## src/rtl/scsp_pkg.sv

```systemverilog
// Package: register map, field layout, reset values and types for the pacing block.
// Assumes a 32-bit APB with word-aligned registers at four times the printed index.
package scsp_pkg;
  // ==========================================================================
  // Register indices and byte addresses
  localparam logic [7:0] IDX_SYNC_PERIOD  = 8'h06;
  localparam logic [7:0] IDX_FIFO_STEP    = 8'h07;
  localparam logic [7:0] IDX_SYNC_OFFSET  = 8'h07;
  localparam logic [7:0] IDX_FIRST_CONFIG = 8'h08;
  localparam logic [7:0] IDX_SEQ_CTRL     = 8'h10;
  localparam logic [7:0] IDX_TEST_CTRL    = 8'h11;
  localparam logic [11:0] ADDR_SYNC_PERIOD  = {2'h0, IDX_SYNC_PERIOD, 2'h0};
  localparam logic [11:0] ADDR_FIFO_STEP    = {2'h0, IDX_FIFO_STEP, 2'h0};
  localparam logic [11:0] ADDR_SYNC_OFFSET  = {2'h0, IDX_SYNC_OFFSET, 2'h0};
  localparam logic [11:0] ADDR_FIRST_CONFIG = {2'h0, IDX_FIRST_CONFIG, 2'h0};
  localparam logic [11:0] ADDR_SEQ_CTRL     = {2'h0, IDX_SEQ_CTRL, 2'h0};
  localparam logic [11:0] ADDR_TEST_CTRL    = {2'h0, IDX_TEST_CTRL, 2'h0};
  // ==========================================================================
  // Reset values and fields
  localparam logic [7:0] RST_SYNC_PERIOD  = 8'h05;
  localparam logic [7:0] RST_SYNC_OFFSET  = 8'h00;
  localparam logic [7:0] RST_FIRST_CONFIG = 8'h00;
  localparam int         PERIOD_W         = 5;
  localparam int         OFFSET_W         = 4;
  localparam int         COUNT_W          = 5;
  localparam int         BIT_SLOW_CABLE   = 7;
  localparam int         BIT_OFFSET_NZ    = 5;
  // ==========================================================================
  // Period decode constants
  localparam logic [4:0] PERIOD_LOW_LIMIT = 5'h04;
  localparam logic [4:0] PERIOD_MIN_FIX   = 5'h06;
  localparam logic [5:0] CLOCKS_MIN       = 6'h05;
  localparam logic [5:0] CLOCKS_WRAP_BASE = 6'h20;
  // ==========================================================================
  // Sequence step and interrupt codes
  localparam logic [2:0] STEP_0 = 3'h0;
  localparam logic [2:0] STEP_1 = 3'h1;
  localparam logic [2:0] STEP_2 = 3'h2;
  localparam logic [7:0] INT_DONE      = 8'h08;
  localparam logic [7:0] INT_DONE_ATN  = 8'h18;
  localparam logic [7:0] INT_DISC_DONE = 8'h28;

  typedef enum logic [2:0] {
    SCSP_SEQ_RECV_CMD,
    SCSP_SEQ_DISCONNECT,
    SCSP_SEQ_TERMINATE,
    SCSP_SEQ_CMD_COMPLETE
  } scsp_seq_t;

  typedef enum logic [1:0] {
    SCSP_ST_IDLE,
    SCSP_ST_DATA,
    SCSP_ST_STROBE
  } scsp_state_t;

  typedef struct packed {
    logic        valid;
    scsp_seq_t   seq;
    logic        parity_err;
    logic        atn;
    logic [1:0]  bytes_done;
  } scsp_seq_ev_t;

  typedef struct packed {
    logic [7:0]  period;
    logic [7:0]  offset;
    logic [7:0]  config1;
    logic        test_mode;
    logic [2:0]  step;
    logic [7:0]  int_val;
    logic        bus_free;
    scsp_state_t state;
    logic [5:0]  pace_cnt;
    logic [4:0]  outstanding;
    logic [4:0]  ack_owed;
    logic        strobe;
    logic [31:0] prdata;
  } scsp_state_s_t;
endpackage

```

## src/rtl/scsp_core.sv

```systemverilog
// Synchronous pacing, offset control and sequence status for the SCSI controller device.
// Assumes APB master on i_clk_sys; FIFO count and sequence events come from the core.
//
// The APB slave port is this design's own decision.
`timescale 1ns/1ps
`default_nettype none
// Function
// - Parity stop in command: step 1, code 08/18
// - Full CDB without ATN: step 2, code 08
// - Full CDB with ATN: step 2, code 18
// - Disconnect ATN stop: step 0/1, code 18
// - Disconnect done: bus free, step 2, 28
// - Terminate/complete ATN stop: step 0/1, 18
// - Terminate done: bus free, step 2, 28
// - Command complete done: step 2, code 08
// - Low five period bits set strobe spacing
// - Period decode with 5 minimum, 32-35 wrap
// - Resets load period with five
// - FIFO status low bits give byte count
// - Top status bits mirror sequence step
// - Test mode bit 5 shows offset not yet reached
// - Low four offset bits, zero means asynchronous
// - Stop sending at offset, one per ack
// - One acknowledge per byte drained
// - Resets clear synchronous offset
// - First configuration reads back as written
// - Slow cable inserts one extra clock
module scsp_core (
  input  wire logic                  i_clk_sys,
  input  wire logic                  i_nrst,
  input  wire logic                  i_clk_en,
  input  wire logic                  i_soft_reset,
  input  wire logic                  i_psel,
  input  wire logic                  i_penable,
  input  wire logic                  i_pwrite,
  input  wire logic [11:0]           i_paddr,
  input  wire logic [31:0]           i_pwdata,
  output logic                       o_pready,
  output logic [31:0]                o_prdata,
  output logic                       o_pslverr,
  input  wire scsp_pkg::scsp_seq_ev_t i_seq_ev,
  input  wire logic [4:0]            i_fifo_byte_count,
  input  wire logic                  i_xfer_send,
  input  wire logic                  i_send_req,
  input  wire logic                  i_ack_in,
  input  wire logic                  i_fifo_drain,
  output logic                       o_data_drive,
  output logic                       o_strobe,
  output logic                       o_send_block,
  output logic                       o_sync_mode,
  output logic [2:0]                 o_seq_step,
  output logic [7:0]                 o_int_val,
  output logic                       o_bus_free
);
  scsp_pkg::scsp_state_s_t s_q;
  scsp_pkg::scsp_state_s_t s_d;
  logic [5:0] clocks_per_byte;
  logic [3:0] sync_off;
  logic       wr_en;
  logic       rd_en;
  logic       addr_ok;
  logic       can_send;
  logic       ack_dec;

  // ==========================================================================
  // Period decode and offset
  always_comb begin
    if (s_q.period[4:0] < scsp_pkg::PERIOD_LOW_LIMIT) begin
      clocks_per_byte = scsp_pkg::CLOCKS_WRAP_BASE + {4'h0, s_q.period[1:0]};
    end else if (s_q.period[4:0] < scsp_pkg::PERIOD_MIN_FIX) begin
      clocks_per_byte = scsp_pkg::CLOCKS_MIN;
    end else begin
      clocks_per_byte = {1'b0, s_q.period[4:0]};
    end
  end

  assign sync_off     = s_q.offset[3:0];
  assign o_sync_mode  = (sync_off != 4'h0);
  // Strobe held off while offset exhausted; the acknowledge frees a slot
  assign ack_dec      = i_ack_in && (s_q.outstanding != 5'h00);
  assign o_send_block = o_sync_mode && ({1'b0, sync_off} == s_q.outstanding);
  assign can_send     = i_xfer_send && i_send_req && !o_send_block;

  // ==========================================================================
  // APB decode
  assign addr_ok   = (i_paddr == scsp_pkg::ADDR_SYNC_PERIOD)
                  || (i_paddr == scsp_pkg::ADDR_FIFO_STEP)
                  || (i_paddr == scsp_pkg::ADDR_FIRST_CONFIG)
                  || (i_paddr == scsp_pkg::ADDR_SEQ_CTRL)
                  || (i_paddr == scsp_pkg::ADDR_TEST_CTRL);
  assign wr_en     = i_clk_en && i_psel && i_penable && i_pwrite;
  // Read data captured in setup, so it already stands when pready is sampled
  assign rd_en     = i_clk_en && i_psel && !i_penable && !i_pwrite;
  assign o_pready  = 1'b1;
  assign o_pslverr = i_psel && i_penable && !addr_ok;

  // ==========================================================================
  // Next state
  always_comb begin
    s_d = s_q;
    s_d.strobe = 1'b0;
    // Registers
    if (wr_en) begin
      case (i_paddr)
        scsp_pkg::ADDR_SYNC_PERIOD:  s_d.period  = i_pwdata[7:0];
        scsp_pkg::ADDR_SYNC_OFFSET:  s_d.offset  = i_pwdata[7:0];
        scsp_pkg::ADDR_FIRST_CONFIG: s_d.config1 = i_pwdata[7:0];
        scsp_pkg::ADDR_TEST_CTRL:    s_d.test_mode = i_pwdata[0];
        default: ;
      endcase
    end
    if (rd_en) begin
      case (i_paddr)
        scsp_pkg::ADDR_FIFO_STEP: begin
          s_d.prdata = {24'h0, s_q.step, i_fifo_byte_count};
          if (s_q.test_mode) begin
            s_d.prdata[scsp_pkg::BIT_OFFSET_NZ] = (s_q.outstanding != {1'b0, sync_off});
          end
        end
        scsp_pkg::ADDR_FIRST_CONFIG: s_d.prdata = {24'h0, s_q.config1};
        scsp_pkg::ADDR_SEQ_CTRL:     s_d.prdata = {23'h0, s_q.bus_free, s_q.int_val};
        scsp_pkg::ADDR_TEST_CTRL:    s_d.prdata = {31'h0, s_q.test_mode};
        default:                     s_d.prdata = 32'h0;
      endcase
    end
    // Sequence status
    if (i_seq_ev.valid) begin
      s_d.bus_free = 1'b0;
      case (i_seq_ev.seq)
        scsp_pkg::SCSP_SEQ_RECV_CMD: begin
          s_d.step    = i_seq_ev.parity_err ? scsp_pkg::STEP_1 : scsp_pkg::STEP_2;
          s_d.int_val = i_seq_ev.atn ? scsp_pkg::INT_DONE_ATN : scsp_pkg::INT_DONE;
        end
        scsp_pkg::SCSP_SEQ_DISCONNECT, scsp_pkg::SCSP_SEQ_TERMINATE: begin
          if (i_seq_ev.atn) begin
            s_d.step    = (i_seq_ev.bytes_done == 2'h1) ? scsp_pkg::STEP_0 : scsp_pkg::STEP_1;
            s_d.int_val = scsp_pkg::INT_DONE_ATN;
          end else begin
            s_d.step     = scsp_pkg::STEP_2;
            s_d.int_val  = scsp_pkg::INT_DISC_DONE;
            s_d.bus_free = 1'b1;
          end
        end
        scsp_pkg::SCSP_SEQ_CMD_COMPLETE: begin
          if (i_seq_ev.atn) begin
            s_d.step    = (i_seq_ev.bytes_done == 2'h1) ? scsp_pkg::STEP_0 : scsp_pkg::STEP_1;
            s_d.int_val = scsp_pkg::INT_DONE_ATN;
          end else begin
            s_d.step    = scsp_pkg::STEP_2;
            s_d.int_val = scsp_pkg::INT_DONE;
          end
        end
        default: ;
      endcase
    end
    // Pacing counter
    if (s_q.pace_cnt != 6'h00) begin
      s_d.pace_cnt = s_q.pace_cnt - 6'h01;
    end
    case (s_q.state)
      scsp_pkg::SCSP_ST_IDLE: begin
        if (can_send && s_q.pace_cnt <= 6'h01) begin
          // Slow cable: data driven two clocks before the strobe instead of one
          s_d.state = s_q.config1[scsp_pkg::BIT_SLOW_CABLE] ?
                      scsp_pkg::SCSP_ST_DATA : scsp_pkg::SCSP_ST_STROBE;
        end
      end
      scsp_pkg::SCSP_ST_DATA:   s_d.state = scsp_pkg::SCSP_ST_STROBE;
      scsp_pkg::SCSP_ST_STROBE: begin
        s_d.strobe   = 1'b1;
        s_d.pace_cnt = clocks_per_byte - 6'h01;
        s_d.state    = scsp_pkg::SCSP_ST_IDLE;
      end
      default: s_d.state = scsp_pkg::SCSP_ST_IDLE;
    endcase
    // Receive side: each drained byte owes an acknowledge strobe
    if (!i_xfer_send && o_sync_mode) begin
      // No staging state here, so wait for a fully expired count
      if (s_q.ack_owed != 5'h00 && s_q.pace_cnt == 6'h00 && !s_q.strobe) begin
        s_d.strobe   = 1'b1;
        s_d.pace_cnt = clocks_per_byte - 6'h01;
        s_d.ack_owed = s_q.ack_owed - 5'h01 + {4'h0, i_fifo_drain};
      end else if (i_fifo_drain) begin
        s_d.ack_owed = s_q.ack_owed + 5'h01;
      end
    end
    // Outstanding counter on send
    if (i_xfer_send && o_sync_mode) begin
      if (s_d.strobe && !ack_dec) begin
        s_d.outstanding = s_q.outstanding + 5'h01;
      end else if (!s_d.strobe && ack_dec) begin
        s_d.outstanding = s_q.outstanding - 5'h01;
      end
    end
    // Chip reset keeps configuration semantics of hard reset
    if (i_soft_reset) begin
      s_d.period      = scsp_pkg::RST_SYNC_PERIOD;
      s_d.offset      = scsp_pkg::RST_SYNC_OFFSET;
      s_d.config1     = scsp_pkg::RST_FIRST_CONFIG;
      s_d.test_mode   = 1'b0;
      s_d.outstanding = 5'h00;
      s_d.ack_owed    = 5'h00;
      s_d.state       = scsp_pkg::SCSP_ST_IDLE;
    end
  end

  always_ff @(posedge i_clk_sys or negedge i_nrst) begin
    if (!i_nrst) begin
      s_q             <= '0;
      s_q.period      <= scsp_pkg::RST_SYNC_PERIOD;
      s_q.offset      <= scsp_pkg::RST_SYNC_OFFSET;
      s_q.config1     <= scsp_pkg::RST_FIRST_CONFIG;
      s_q.state       <= scsp_pkg::SCSP_ST_IDLE;
    end else if (i_clk_en) begin
      s_q <= s_d;
    end
  end

  // ==========================================================================
  // Outputs
  assign o_prdata     = s_q.prdata;
  assign o_strobe     = s_q.strobe;
  assign o_data_drive = (s_q.state != scsp_pkg::SCSP_ST_IDLE) || s_q.strobe;
  assign o_seq_step   = s_q.step;
  assign o_int_val    = s_q.int_val;
  assign o_bus_free   = s_q.bus_free;
endmodule
`default_nettype wire

```

## config.mk

```make
export PLATFORM = sky130hd
export DESIGN_NAME = scsp_core
export DESIGN_NICKNAME = d
export VERILOG_FILES = /design/src/rtl/scsp_pkg.sv /design/src/rtl/scsp_core.sv
export SDC_FILE = /design/constraint.sdc
export NUM_CORES = 1
export LEC_CHECK = 0
export ABC_AREA = 1
export BUFFER_PORTS_ARGS = -buffer_cell sky130_fd_sc_hd__buf_2
export CORE_AREA = 2 2 96 89
export CTS_BUF_LIST = sky130_fd_sc_hd__clkbuf_16
export DETAILED_ROUTE_END_ITERATION = 8
export DIE_AREA = 0 0 98 91
export PLACE_DENSITY = 0.74
export SLEW_MARGIN = 0
export SYNTH_ARGS = -nofsm -noshare
export SYNTH_HDL_FRONTEND = slang
export SYNTH_SLANG_ARGS = --single-unit
```

## constraint.sdc

```tcl
create_clock -name i_clk_sys -period 2.3 [get_ports i_clk_sys]
set_input_delay 0.23 -clock i_clk_sys [delete_from_list [all_inputs] [get_ports i_clk_sys]]
set_output_delay 0.23 -clock i_clk_sys [all_outputs]
set_load 0.05 [all_outputs]
```

After elaboration in Yosys (flattened, before gate mapping)
Cells that the tools add are included.
{"block": "classes", "n_addsub": 8, "n_lt_le_gt_ge": 3, "eq_ne": 14, "n_mux": 35, "reduce_logical": 60}
{"cell": "22-bit two-way mux", "count": 2}
{"cell": "5-bit two-way mux", "count": 8}
{"cell": "6-bit two-way mux", "count": 6}
{"cell": "9-bit one-hot mux with 4 select lines", "count": 1}
{"cell": "11-bit one-hot mux with 3 select lines", "count": 1}
{"cell": "10-bit two-way mux", "count": 3}
{"cell": "12-bit by 5-bit equality test with 1-bit output, second input constant", "count": 2}
{"cell": "12-bit by 7-bit equality test with 1-bit output, second input constant", "count": 2}
{"cell": "3-bit AND reduction", "count": 7}
{"cell": "1-bit logical AND", "count": 18}
{"cell": "8-bit two-way mux", "count": 2}
{"cell": "2-bit nonzero test", "count": 8}
{"cell": "12-bit by 6-bit equality test with 1-bit output, second input constant", "count": 1}
{"cell": "6-bit by 1-bit subtractor with 6-bit output, second input constant", "count": 2}
{"cell": "5-bit by 1-bit adder with 5-bit output, second input constant", "count": 2}
{"cell": "5-bit by 3-bit less-than comparator with 1-bit output, second input constant", "count": 2}
{"cell": "5-bit nonzero test", "count": 2}
{"cell": "5-bit by 1-bit subtractor with 5-bit output, second input constant", "count": 2}
{"cell": "3-bit nonzero test", "count": 3}
{"cell": "1-bit zero test", "count": 8}
{"cell": "2-bit two-way mux", "count": 4}
{"cell": "1-bit two-way mux", "count": 7}
{"cell": "6-bit by 2-bit adder with 6-bit output, first input constant", "count": 1}
{"cell": "3-bit by 2-bit equality test with 1-bit output, second input constant", "count": 2}
{"cell": "17 further kinds", "count": 24}
{"block": "word_totals", "reg_bits": 81, "input_bits": 68, "out_inout_bits": 50, "elab_cells": 133}

Depth between registers and ports, before layout
{"block": "depth", "word_depth": 11, "ltp_mapped": 18, "depth_no_buf": 18}

Worst setup path after synthesis
No wires, ideal clock.
{"block": "synth_path", "kind": "register to register", "start": "register s_q[33] in the netlist's numbering", "end": "register s_q[42] in the netlist's numbering", "setup_time_ns": 0.119, "t_arrival_ns": 2.091, "t_required_ns": 2.181, "path_slack_ns": 0.090, "path_stages_with_launch": 18, "path_buffers": 0, "synth_period_minus_slack_ns": 2.210, "path_cell_list": "dfrtp_1 inv_1 ha_1 inv_1 nor2_1 a21oi_2 nand3_4 nand2_4 nand2_4 fa_1 nand3_1 nand3_1 nand2_1 inv_1 nand2_1 nand2_1 nand4_1 nand2_1"}
{"block": "synth_between", "elab_chain_len": 9, "elab_cells_between_ends": 13, "cone_classes": "5 x mux; 8 x reduce/logical"}
{"item": "start, declared", "line_no": "scsp_core.sv:55", "source": "scsp_pkg::scsp_state_s_t s_q;"}
{"item": "5-bit nonzero test (*)", "line_no": "scsp_core.sv:179", "source": "if (s_q.ack_owed != 5'h00 && s_q.pace_cnt == 6'h00 && !s_q.strobe) begin"}
{"item": "1-bit logical AND (*) (2 in a row)", "line_no": "scsp_core.sv:179"}
{"item": "1-bit two-way mux (*)", "line_no": "scsp_core.sv:179"}
{"item": "6-bit two-way mux (*)", "line_no": "scsp_core.sv:177", "source": "if (!i_xfer_send && o_sync_mode) begin"}
{"item": "1-bit zero test or 1-bit logical AND (tied branches)", "line_no": "scsp_core.sv:191, scsp_core.sv:189"}
{"item": "1-bit logical AND or 5-bit two-way mux (tied branches)", "line_no": "scsp_core.sv:191, scsp_core.sv:189"}
{"item": "3-bit nonzero test (no line) or 5-bit two-way mux (tied branches)"}
{"item": "3-bit AND reduction (no line) or 10-bit two-way mux (tied branches)"}
Every way passes the cells marked *; elsewhere a longest branch is shown, timed or not. The select of a mux whose other input is x is not followed.
A chain may end at the register's enable or synchronous reset.

Final worst setup path
{"block": "layout_path", "start": "register s_q[34] in the netlist's numbering", "end": "register s_q[42] in the netlist's numbering"}
Same word-level chain as after synthesis.

==> flow_metrics.py <==
metrics = {
    "status": {
        "outcome": "complete, no violations",
    },
    "global_route": {
        "use_met1": 0.247,
        "grt_pass1_vias": 2972,
        "grt_use_total": 0.184,
        "antenna_found_initial": 0,
        "busiest_layer": "met2",
        "use_met3": 0.0293,
        "grt_max_degree": 28,
        "gr-total-overflow": 0,
        "grt_use_met2": 0.311,
        "grt_pass1_wl_mm": 13.6,
    },
    "critical_path": {
        "cpMaxStageDelayCell": "fa_2",
        "crit_type": "flip-flop to flip-flop",
        "required_ps": 2530,
        "end_kind": "flip-flop",
        "path_buf_inv": 2,
        "critPathMaxFanout": 8,
        "critPathLaunchType": "flip-flop",
        "r2r.worst_path.cells": 16,
        "worstReg2RegStart": "s_q[34]",
        "cp_num_cells": 16,
        "crit_path_start": "s_q[34]",
        "worstPathArrival_ps": 2440,
        "crit_chain": "inv_2, ha_4, inv_2, nor2_2, a21oi_2, nand3_4, nand2_4, nand2_8, fa_2, nand3_2, nand3_1, nand2_2, nand3_2, nand2_1, nand4_1, nand2_1",
        "ff2ff_setup_slack_ps": 90,
        "cp-endpoint": "s_q[42]",
        "cpPeakStageDelay_ps": 390,
        "cpLargestDelayFamily": "simple AND/OR/NAND/NOR gates",
        "r2r_end": "s_q[42]",
    },
    "logic_synthesis": {
        "synth_cell_types": 40,
        "syn_area_mm2": 0.00363,
        "yosysWarnings": 0,
        "netlist_instances": 478,
        "yosysSeqAreaShare": 0.359,
        "ys_ff_latch": 52,
        "syn_area_per_cell_um2": 7.59,
    },
    "floorplan": {
        "io_pins": 118,
        "std_cell_rows": 31,
        "start_util": 0.461,
        "dieArea_mm2": 0.00892,
        "die_w_um": 98,
        "die_y_um": 91,
        "core_mm2": 0.00787,
    },
    "sta": {
        "setup_ws_ps": 88.7,
        "setup_viol": 0,
        "fin_skew_ps": 5.37,
        "fmax_mhz": 452,
        "rsz0062_at_grt": "yes",
        "fin_tns_setup_ps": 0,
        "finalCriticalPeriod_ps": 2210,
        "hold_viol": 0,
        "final_max_slew_viol_count": 0,
        "slew_headroom": 0.583,
        "worst_slew_pin_slew_ps": 625,
        "period_share": 0.961,
    },
    "detailed_routing": {
        "avgRoutedWirePerCell_um": 13.3,
        "antenna_left": 0,
        "drt-vias-per-instance": 5.00,
        "route.detailed.drc": 0,
        "initialDrtViolationCount": 187,
        "firstDrtPassIters": 4,
        "vias": 3217,
        "drt_wl_total_mm": 8.55,
    },
    "clocking": {
        "clkTransAtPathRegs_ps": 70,
        "cts_made_buffers": 5,
        "clk_latency_ps": 290,
        "clockRootBuffer": "clkbuf_16",
        "h-tree-depth": 2,
        "cts_tree": "built",
        "cts_buffer_depth": 2,
        "clkSinkCount": 52,
    },
    "final_layout": {
        "drive_gt1_frac": 0.239,
        "mostFrequentLayoutCells": "nand2_1, buf_2, inv_1, dfrtp_1, o21ai_0",
        "final_common_cell": "nand2_1",
        "area_growth_pct": 14.8,
        "fill_cells": 762,
        "fin_nets": 624,
        "diodes": 0,
    },
    "power_and_ir_drop": {
        "p_switching_mw": 1.61,
        "clkPwrFrac": 0.202,
        "powerDensity_mw_per_mm2": 892,
        "p_leak_nw": 2.18,
        "design_power_total_mw": 3.72,
        "swShare": 0.434,
        "ir_drop_mv": 0.373,
        "seqPwrFrac": 0.338,
        "p_int_mw": 2.10,
        "comb_power_share": 0.460,
    },
    "placed_design": {
        "io_buffers": 63,
        "gp_congestion": 0.894,
        "dpl.hpwl_mm": 6.49,
        "pre_cts_ws_ps": 37.2,
    },
    "min_path": {
        "hold_path.class": "primary input to flip-flop",
    },
    "run": {
        "cap_violations": 0,
    },
}
[repair_timing]
item / in CTS / in global routing
setup endpoints to repair: 0 / 2
hold buffers: 1 / 0
hold endpoints to repair: 25 / 0
gates resized for setup: 0 / 18
setup buffers: 0 / 7
[cell type report]
cell class	instances	area, um^2	share of cell area
inverters	70	263	0.0631
well taps	99	124	0.0297
clock inverters	3	23.8	0.00571
multi-input cells	334	1880	0.451
repair buffers	80	445	0.107
clock buffers	5	125	0.0300
flip-flops and latches	52	1300	0.313
[metrics by stage]
| step | cells | hold WS (ps) | util | instance area (um^2) |
|---|---|---|---|---|
| final | 643 | 120 | 0.529 | 4170 |
| after global routing | 643 | 134 | 0.529 | 4170 |
| after CTS | 636 | 109 | 0.513 | 4040 |
| after detailed placement | 627 | 279 | 0.493 | 3880 |
| after global placement | 627 | 268 | 0.493 | 3880 |
| after floorplan | 506 | -65.6 | - | 3730 |
[cell families (layout without fill, tap and decap cells)]
group           Yosys count  count (layout)  share of synthesized area
flops                    52              52                      0.359
other cells               2              30                    0.00207
fa+ha+maj                13              13                     0.0469
simple gates            201             201                      0.264
compound gates           78              78                      0.128
xor+xnor                 12              12                     0.0290
buf+inv                 120             158                      0.171
[Yosys cell counts, drive strengths merged]
cell | count | area, um^2
dfstp | 2 | 52.6
nand3 | 35 | 218
or2 | 1 | 6.26
o2111ai | 1 | 8.76
o211ai | 4 | 30.0
o211a | 1 | 10.0
fa | 1 | 20.0
nand4 | 16 | 100
xor2 | 8 | 70.1
nor3 | 8 | 40.0
conb | 2 | 7.51
dfrtp | 50 | 1250
o221ai | 1 | 8.76
inv | 70 | 263
nor3b | 1 | 7.51
o22ai | 2 | 12.5
o31ai | 2 | 15.0
nor4 | 1 | 21.3
a21oi | 16 | 98.9
o32ai | 1 | 8.76
ha | 12 | 150
nand2 | 108 | 425
clkbuf | 2 | 7.51
xnor2 | 4 | 35.0
buf | 48 | 350
a31oi | 4 | 40.0
nor2 | 31 | 139
o21ai | 46 | 230
[metal layers]
metal  vias to the layer above  wire, um
li1                       1613         -
met3                        11       420
met4                         0        92
met2                        89      4230
met5                         -         0
met1                      1504      3800
[worst min-delay path by stage]
stage	endpoint	slack [ps]	start	depth (start not counted)
2_1_floorplan	o_bus_free	-70	i_nrst	0
3_3_place_gp	o_bus_free	270	i_nrst	1
3_5_place_dp	o_prdata[4]	280	i_nrst	1
4_1_cts	o_seq_step[0]	110	i_seq_ev[0]	2
5_1_grt	o_seq_step[0]	130	i_seq_ev[0]	2
6_report	o_seq_step[0]	120	i_seq_ev[0]	2
[power groups by stage]
stage | registers (mW) | clock network (mW) | logic (mW)
floorplan | 1.25 | 0 | 1.20
global placement | 1.24 | 0 | 1.46
detailed placement | 1.25 | 0 | 1.50
CTS | 1.24 | 0.762 | 1.53
global route | 1.27 | 0.787 | 1.90
finish | 1.25 | 0.751 | 1.71
[sequential cells by signal (all words and copies together), names as in the netlist]
| name | flops |
|---|---|
| o_int_val | 3 |
| o_prdata | 9 |
| o_bus_free | 1 |
| o_seq_step | 2 |
| s_q | 36 |
| o_strobe | 1 |
Power figures use the tool's default switching activity.
